<file path="config.mk">
export PLATFORM = sky130hd
export DESIGN_NAME = midmap_regs
export DESIGN_NICKNAME = d
export VERILOG_FILES = /design/src/midmap_pkg.sv /design/src/midmap_regs.sv
export SDC_FILE = /design/constraint.sdc
export NUM_CORES = 1
export LEC_CHECK = 0
export BUFFER_PORTS_ARGS = -buffer_cell sky130_fd_sc_hd__buf_4
export CORE_MARGIN = 2
export CORE_UTILIZATION = 43
export CTS_CLUSTER_SIZE = 28
export DETAILED_ROUTE_END_ITERATION = 16
export PLACE_DENSITY = 0.93
export SYNTH_ARGS = -nofsm -noshare
export SYNTH_HDL_FRONTEND = slang
export SYNTH_SLANG_ARGS = --single-unit
export TNS_END_PERCENT = 20
</file>
<file path="constraint.sdc">
create_clock -name clk -period 4.8 [get_ports clk]
set_input_delay 0.72 -clock clk [delete_from_list [all_inputs] [get_ports clk]]
set_output_delay 0.72 -clock clk [all_outputs]
set_load 0.01 [all_outputs]
</file>
<file path="src/midmap_pkg.sv">
package midmap_pkg;

	// ---------------------------------------------------------------
	// Register indices; the byte address on the bus is four times the index.
	// ---------------------------------------------------------------
	localparam logic [7:0] IDX_OPT_A = 8'hC2;
	localparam logic [7:0] IDX_OPT_B = 8'hC3;
	localparam logic [7:0] IDX_SERIAL = 8'hC4;
	localparam logic [7:0] IDX_SERIAL_LAST = 8'hD3;
	localparam logic [7:0] IDX_DATE = 8'hD4;
	localparam logic [7:0] IDX_DATE_LAST = 8'hDB;
	localparam logic [7:0] IDX_CTRL = 8'hE0;
	localparam logic [7:0] IDX_STATUS = 8'hE1;

	// ---------------------------------------------------------------
	// Field positions.
	// ---------------------------------------------------------------
	localparam int BIT_A_RX_OUT_DIS = 2;
	localparam int BIT_A_TX_SQ_DIS = 1;
	localparam int BIT_A_TX_SQ = 0;
	localparam int BIT_B_PAGE2 = 7;
	localparam int BIT_B_PAGE1 = 6;
	localparam int BIT_B_RATE_SEL = 5;
	localparam int BIT_B_TX_DIS = 4;
	localparam int BIT_B_TX_FAULT = 3;
	localparam int BIT_B_SQ_METHOD = 2;
	localparam int BIT_B_LOS = 1;
	localparam int BIT_CTRL_ERR_RO_WR = 0;
	localparam int BIT_ST_RO_WR = 0;
	localparam int BIT_ST_UNMAPPED = 1;

	// ---------------------------------------------------------------
	// Character codes and field sizes.
	// ---------------------------------------------------------------
	localparam logic [7:0] CHR_SPACE = 8'h20;
	localparam logic [7:0] CHR_ZERO = 8'h30;
	localparam logic [7:0] CHR_NINE = 8'h39;
	localparam int SERIAL_BYTES = 16;
	localparam int DATE_BYTES = 8;

	// ---------------------------------------------------------------
	// Reset values.
	// ---------------------------------------------------------------
	localparam logic [1:0] CTRL_RESET = 2'h0;
	localparam logic [1:0] STATUS_RESET = 2'h0;

	// Whole state of the register bank.
	typedef struct packed {
		logic [31:0] prdata;
		logic pready;
		logic pslverr;
		logic [1:0] ctrl;
		logic [1:0] status;
	} midmap_state_s;

endpackage : midmap_pkg

</file>
<file path="src/midmap_regs.sv">
`timescale 1ns/100ps
// ---------------------------------------------------------------
// ---------------------------------------------------------------
module midmap_regs #(
	parameter bit RX_OUT_DIS = 1'b1,
	parameter bit TX_SQ_DIS = 1'b0,
	parameter bit TX_SQ = 1'b1,
	parameter bit PAGE2 = 1'b0,
	parameter bit PAGE1 = 1'b0,
	parameter bit RATE_SEL = 1'b0,
	parameter bit TX_DIS = 1'b1,
	parameter bit TX_FAULT = 1'b1,
	parameter bit SQ_METHOD = 1'b0,
	parameter bit LOS = 1'b1,
	// Serial text, first character in the top byte once justified; arbitrary.
	parameter logic [127:0] SERIAL_TEXT = "XY0000000001",
	// Year, month, day, lot; arbitrary.
	parameter logic [63:0] DATE_TEXT = "240115",
	parameter int PADDR_W = 12
) (
	// Clock and reset.
	input wire logic clk,
	input wire logic nrst,
	// APB slave.
	input wire logic psel,
	input wire logic penable,
	input wire logic pwrite,
	input wire logic [PADDR_W-1:0] paddr,
	input wire logic [31:0] pwdata,
	input wire logic [3:0] pstrb,
	output logic [31:0] prdata,
	output logic pready,
	output logic pslverr
);

	// ---------------------------------------------------------------
	// Content shaping functions
	// ---------------------------------------------------------------

	// Moves characters to the top, fills the tail with spaces; zero stays zero.
	function automatic logic [127:0] justify_serial(input logic [127:0] v);
		logic [127:0] r;
		logic any;
		r = v;
		any = |v;
		for (int i = 0; i < midmap_pkg::SERIAL_BYTES; i++) begin
			if (any && r[127:120] == 8'h00) begin
				r = {r[119:0], 8'h00};
			end
		end
		for (int i = 0; i < midmap_pkg::SERIAL_BYTES; i++) begin
			if (any && r[i*8 +: 8] == 8'h00) begin
				r[i*8 +: 8] = midmap_pkg::CHR_SPACE;
			end
		end
		return r;
	endfunction : justify_serial

	// Fills missing date characters: digits become zero, lot becomes blank.
	function automatic logic [63:0] fill_date(input logic [63:0] v);
		logic [63:0] r;
		r = v;
		if (r[15:0] == 16'h0000 && r[63:16] != 48'h0) begin
			r = {r[47:0], 16'h0000};
		end
		for (int i = 0; i < midmap_pkg::DATE_BYTES; i++) begin
			if (r[i*8 +: 8] == 8'h00) begin
				r[i*8 +: 8] = (i < 2) ? midmap_pkg::CHR_SPACE : midmap_pkg::CHR_ZERO;
			end
		end
		return r;
	endfunction : fill_date

	// True for an ASCII decimal digit.
	function automatic logic is_digit(input logic [7:0] c);
		return c >= midmap_pkg::CHR_ZERO && c <= midmap_pkg::CHR_NINE;
	endfunction : is_digit

	// Two ASCII digits to a number.
	function automatic logic [6:0] two_digits(input logic [15:0] c);
		logic [3:0] hi;
		logic [3:0] lo;
		hi = c[11:8];
		lo = c[3:0];
		return 7'(hi) * 7'd10 + 7'(lo);
	endfunction : two_digits

	// ---------------------------------------------------------------
	// Fixed contents
	// ---------------------------------------------------------------
	localparam logic [127:0] SERIAL_ROM = justify_serial(SERIAL_TEXT);
	localparam logic [63:0] DATE_ROM = fill_date(DATE_TEXT);

	logic [7:0] opt_a;
	logic [7:0] opt_b;

	// Option capability bytes from the build options; unlisted bits read zero.
	always_comb begin
		opt_a = 8'h00;
		opt_b = 8'h00;
		opt_a[midmap_pkg::BIT_A_RX_OUT_DIS] = RX_OUT_DIS;
		opt_a[midmap_pkg::BIT_A_TX_SQ_DIS] = TX_SQ_DIS;
		opt_a[midmap_pkg::BIT_A_TX_SQ] = TX_SQ;
		opt_b[midmap_pkg::BIT_B_PAGE2] = PAGE2;
		opt_b[midmap_pkg::BIT_B_PAGE1] = PAGE1;
		opt_b[midmap_pkg::BIT_B_RATE_SEL] = RATE_SEL;
		opt_b[midmap_pkg::BIT_B_TX_DIS] = TX_DIS;
		opt_b[midmap_pkg::BIT_B_TX_FAULT] = TX_FAULT;
		opt_b[midmap_pkg::BIT_B_SQ_METHOD] = SQ_METHOD;
		opt_b[midmap_pkg::BIT_B_LOS] = LOS;
	end

	// ---------------------------------------------------------------
	// Address decode
	// ---------------------------------------------------------------
	logic [7:0] idx;
	logic aligned;
	logic hit_serial;
	logic hit_date;
	logic hit_ro;
	logic hit_rw;
	logic [3:0] sn_sel;
	logic [2:0] dt_sel;

	// Word index from the byte address; upper and lane bits must be zero.
	always_comb begin
		idx = paddr[9:2];
		aligned = (paddr[1:0] == 2'h0) && (paddr[PADDR_W-1:10] == '0);
		hit_serial = aligned && idx >= midmap_pkg::IDX_SERIAL
			&& idx <= midmap_pkg::IDX_SERIAL_LAST;
		hit_date = aligned && idx >= midmap_pkg::IDX_DATE && idx <= midmap_pkg::IDX_DATE_LAST;
		hit_ro = hit_serial || hit_date || (aligned && (idx == midmap_pkg::IDX_OPT_A
			|| idx == midmap_pkg::IDX_OPT_B));
		hit_rw = aligned && (idx == midmap_pkg::IDX_CTRL || idx == midmap_pkg::IDX_STATUS);
		sn_sel = 4'(idx - midmap_pkg::IDX_SERIAL);
		dt_sel = 3'(idx - midmap_pkg::IDX_DATE);
	end

	// Whole bus state and its next value.
	midmap_pkg::midmap_state_s st_q;
	midmap_pkg::midmap_state_s st_d;

	logic [7:0] rd_byte;

	// Read multiplexer; first character sits at the lowest index.
	always_comb begin
		rd_byte = 8'h00;
		if (hit_serial) begin
			rd_byte = SERIAL_ROM[8*(15 - int'(sn_sel)) +: 8];
		end else if (hit_date) begin
			rd_byte = DATE_ROM[8*(7 - int'(dt_sel)) +: 8];
		end else if (aligned && idx == midmap_pkg::IDX_OPT_A) begin
			rd_byte = opt_a;
		end else if (aligned && idx == midmap_pkg::IDX_OPT_B) begin
			rd_byte = opt_b;
		end else if (aligned && idx == midmap_pkg::IDX_CTRL) begin
			rd_byte = {6'h00, st_q.ctrl};
		end else if (aligned && idx == midmap_pkg::IDX_STATUS) begin
			rd_byte = {6'h00, st_q.status};
		end
	end

	// ---------------------------------------------------------------
	// Bus state
	// ---------------------------------------------------------------
	logic setup;
	logic access;
	logic ro_write;

	// Answer in the first access cycle; writes land at the completing edge.
	always_comb begin
		st_d = st_q;
		setup = psel && !penable;
		access = psel && penable && st_q.pready;
		ro_write = access && pwrite && hit_ro;
		st_d.pready = setup;
		if (setup) begin
			st_d.prdata = pwrite ? 32'h0000_0000 : {24'h00_0000, rd_byte};
			st_d.pslverr = !(hit_ro || hit_rw)
				|| (pwrite && hit_ro && st_q.ctrl[midmap_pkg::BIT_CTRL_ERR_RO_WR]);
		end else if (access) begin
			st_d.pslverr = 1'b0;
		end
		// Status bits are write-one-to-clear; a new event wins over the clear.
		if (access && pwrite && hit_rw && pstrb[0]) begin
			if (idx == midmap_pkg::IDX_CTRL) begin
				st_d.ctrl = pwdata[1:0];
			end else begin
				st_d.status = st_q.status & ~pwdata[1:0];
			end
		end
		if (ro_write) begin
			st_d.status[midmap_pkg::BIT_ST_RO_WR] = 1'b1;
		end
		if (access && !(hit_ro || hit_rw)) begin
			st_d.status[midmap_pkg::BIT_ST_UNMAPPED] = 1'b1;
		end
	end

	// State register.
	always_ff @(posedge clk) begin
		if (!nrst) begin
			st_q <= '{prdata: 32'h0000_0000, pready: 1'b0, pslverr: 1'b0,
				ctrl: midmap_pkg::CTRL_RESET, status: midmap_pkg::STATUS_RESET};
		end else begin
			st_q <= st_d;
		end
	end

	assign prdata = st_q.prdata;
	assign pready = st_q.pready;
	assign pslverr = st_q.pslverr;

	// Status and control copies watched by the assertions below.
	logic [1:0] status;
	logic [1:0] ctrl;
	assign status = st_q.status;
	assign ctrl = st_q.ctrl;
endmodule : midmap_regs

</file>
==> reports/results.ini <==
[run_status]
run_status=finished clean

[clock_tree]
cts.sinks=13
cts_resized=0
cts_setup_buffers=0
cts_buffers=3
cts_max_level=1
clock_latency_ns=0.27
clockRootBuffer=clkbuf_4
cts_tree=done
cts.path.max_buffers=2
hold_buffers=0
clkTransAtPathRegs_ns=0.07

[setup_path]
ff2ff_path_depth=4
path_cells=buf_4 -> inv_1 -> ha_1 -> nor3b_4 -> nand2_1 -> a222oi_1 -> o32ai_2 -> a32o_2
crit_path_max_incr_delay_ns=0.40
arrival_ns=2.52
critPathMaxFanout=7
crit_end=prdata[0]
startpoint=paddr[4]
r2r_setup_slack_ns=3.33
crit_type=input pin to flip-flop
path_depth=8
worstReg2RegStart=ctrl[0]
end_kind=flip-flop
cp_top_family=compound AO/OA/AOI/OAI gates
slowest_stage=a222oi_1
r2r_end=prdata[0]
crit_path_start_kind=input pin
critPathRequiredTime_ns=4.97
cp_num_buf_inv=2

[global_route]
grt_pass1_wl_mm=3.45
grt.overflow.total=0
antenna_found_initial=0
grt_pass1_vias=837
grt_usage=0.134
grt_max_degree=12

[pwr]
clockPowerShare=0.290
switching_share=0.285
p_sw_uw=64.8
combPwrFrac=0.228
internal-power_uw=162
seqPwrFrac=0.482
power_density_nw_per_um2=178
vdd_ir_drop_max_mv=0.182
power_leakage_uw=0.000555

[floorplanning]
top_level_ports=87
die_x_um=55.6
core_um2=2500
dieArea_um2=3090
rows=18
fp.dieH_um=55.6
start_util=0.457

[logic_synthesis]
synthSimpleGateAreaFrac=0.258
synth.distinct_cells=47
postSynth.asyncResetShare=0
synth_top_area_frac=0.228
yosysTopAreaCell=dfxtp_1
synth-main-ff-cell=dfxtp_1
synth_area_per_cell_um2=8.60
synth_seq_area_share=0.228
synth_compound_area_frac=0.198
synth-adder-area-share=0.0547
syn_inst=133
synth_edf_count=0
ys_seq_elements=13
synth_top_family_by_area=simple AND/OR/NAND/NOR gates
synthMuxAreaShare=0.0361
synthXorXnorAreaFrac=0.00766
synth_area_um2=1140
yosysWarnings=0
yosys-top-cells-area=dfxtp_1 23%, buf_4 16%, ha_1 5.5%, nand2_1 3.6%, o21ai_0 3.1%

[route]
wl_met2_mm=1.08
drtIter0Drc=24
drt-total-wl_mm=2.11
met3WireLength_um=127
drc=0
ant_nets=0
firstDrtPassIters=4
routedWlPerCell_um=11.2
drt-met1-wl_um=908
vias=947
viasPerCell=5.04
highest_layer=met3

[cells_and_area]
drive_gt1_frac=0.278
mostFrequentLayoutCell=buf_4
antenna_cells=0
nFillCells=250
nNetsFinal=217
syn2layout_area_growth_pct=11.4
register_area_um2=260
multi_input_area_um2=728
most-common-layout-cells=28 x buf_4, 25 x conb_1, 13 x dfxtp_1, 11 x nand2_1, 7 x o21ai_0
final_util=0.510

[flow_run]
cap_violations=0

[placement]
gp_congestion=0.925
numPortBuffers=28
dp_hpwl_mm=1.74

[timing]
rsz0062_at_grt=no
fin_crit_sh=0.489
period_minus_slack_ns=2.35
finClkSkew_ns=0.000319
hold_viol=0
report.final.slew_viol_count=0
setup_viol_count_final=0
finalSetupTns_ns=0
fmax_mhz=426

[worst_hold_path]
min_path_type=flip-flop to flip-flop

-- worst min path at each step --
stage / from / end / slack, ns / depth (start not counted)
final: prdata[6] / prdata[6] / 0.47 / 2
after floorplan: status[0] / status[0] / 0.46 / 1
after CTS: prdata[6] / prdata[6] / 0.47 / 2
after global routing: prdata[4] / prdata[4] / 0.50 / 1
after detailed placement: prdata[5] / prdata[5] / 0.46 / 1
after global placement: prdata[3] / prdata[3] / 0.44 / 2
-- synth_stat cells (all sizes together) (2+ instances only) --
| cell | count |
|---|---|
| nand4b | 3 |
| and3 | 3 |
| buf | 28 |
| and2 | 2 |
| and2b | 2 |
| a21boi | 2 |
| dfxtp | 13 |
| nand3 | 6 |
| nand2 | 11 |
| a31o | 2 |
| a21oi | 3 |
| nor2b | 3 |
| mux2i | 3 |
| a21o | 2 |
| clkbuf | 3 |
| ha | 5 |
| nand4 | 3 |
| nor4 | 3 |
| a32o | 4 |
| nand2b | 2 |
| nor2 | 2 |
| inv | 3 |
| o21ai | 7 |
-- through the flow --
step           hold WS, ns  instance area [um^2]  instances  total power [uW]  setup slack [ns]
2_1_floorplan        0.455                  1230        157               159              2.52
6_report             0.466                  1270        188               227              2.45
5_1_grt              0.501                  1270        188               242              2.37
4_1_cts              0.471                  1270        188               229              2.46
3_3_place_gp         0.445                  1250        184               163              2.21
3_5_place_dp         0.461                  1250        184               164              2.19
-- worst register-to-register path, cell delays in order (launching register included) --
cell	delay, ns
dfxtp_1	0.33
mux2_2	0.27
a222oi_1	0.35
o32ai_2	0.14
a32o_2	0.28
-- registers in the layout, summed over array words and instances, names as in the netlist --
name / count
pready: 1
status: 2
pslverr: 1
prdata: 7
ctrl: 2
-- layout make-up --
type                            instances  share of cell area
Timing Repair Buffer                   28               0.165
Multi-Input combinational cell        110               0.572
Sequential cell                        13               0.204
Tap cell                               30              0.0295
Inverter                                3             0.00884
Clock buffer                            4              0.0206
-- per-layer routing --
metal  track usage  vias to the layer above
li1              -                      486
met5             0                        -
met4        0.0209                        0
met2         0.248                       28
met1         0.151                      433
met3        0.0442                        0
-- cell families after synthesis --
group | Yosys count
buffers and inverters | 34
other | 1
multiplexers | 4
XOR/XNOR | 1
AO/OA/AOI/OAI | 29
flip-flops | 13
adder cells (fa/ha/maj) | 5
AND/OR/NAND/NOR | 46
-- power groups by stage --
| stage | sequential (uW) | combinational, uW | clock, uW |
|---|---|---|---|
| finish | 110 | 51.9 | 65.8 |
| global route | 110 | 57.2 | 75.2 |
| CTS | 110 | 51.7 | 68.2 |
| detailed placement | 112 | 51.5 | 0 |
| global placement | 112 | 50.7 | 0 |
| floorplan | 113 | 46.9 | 0 |
Power figures use the tool's default switching activity.
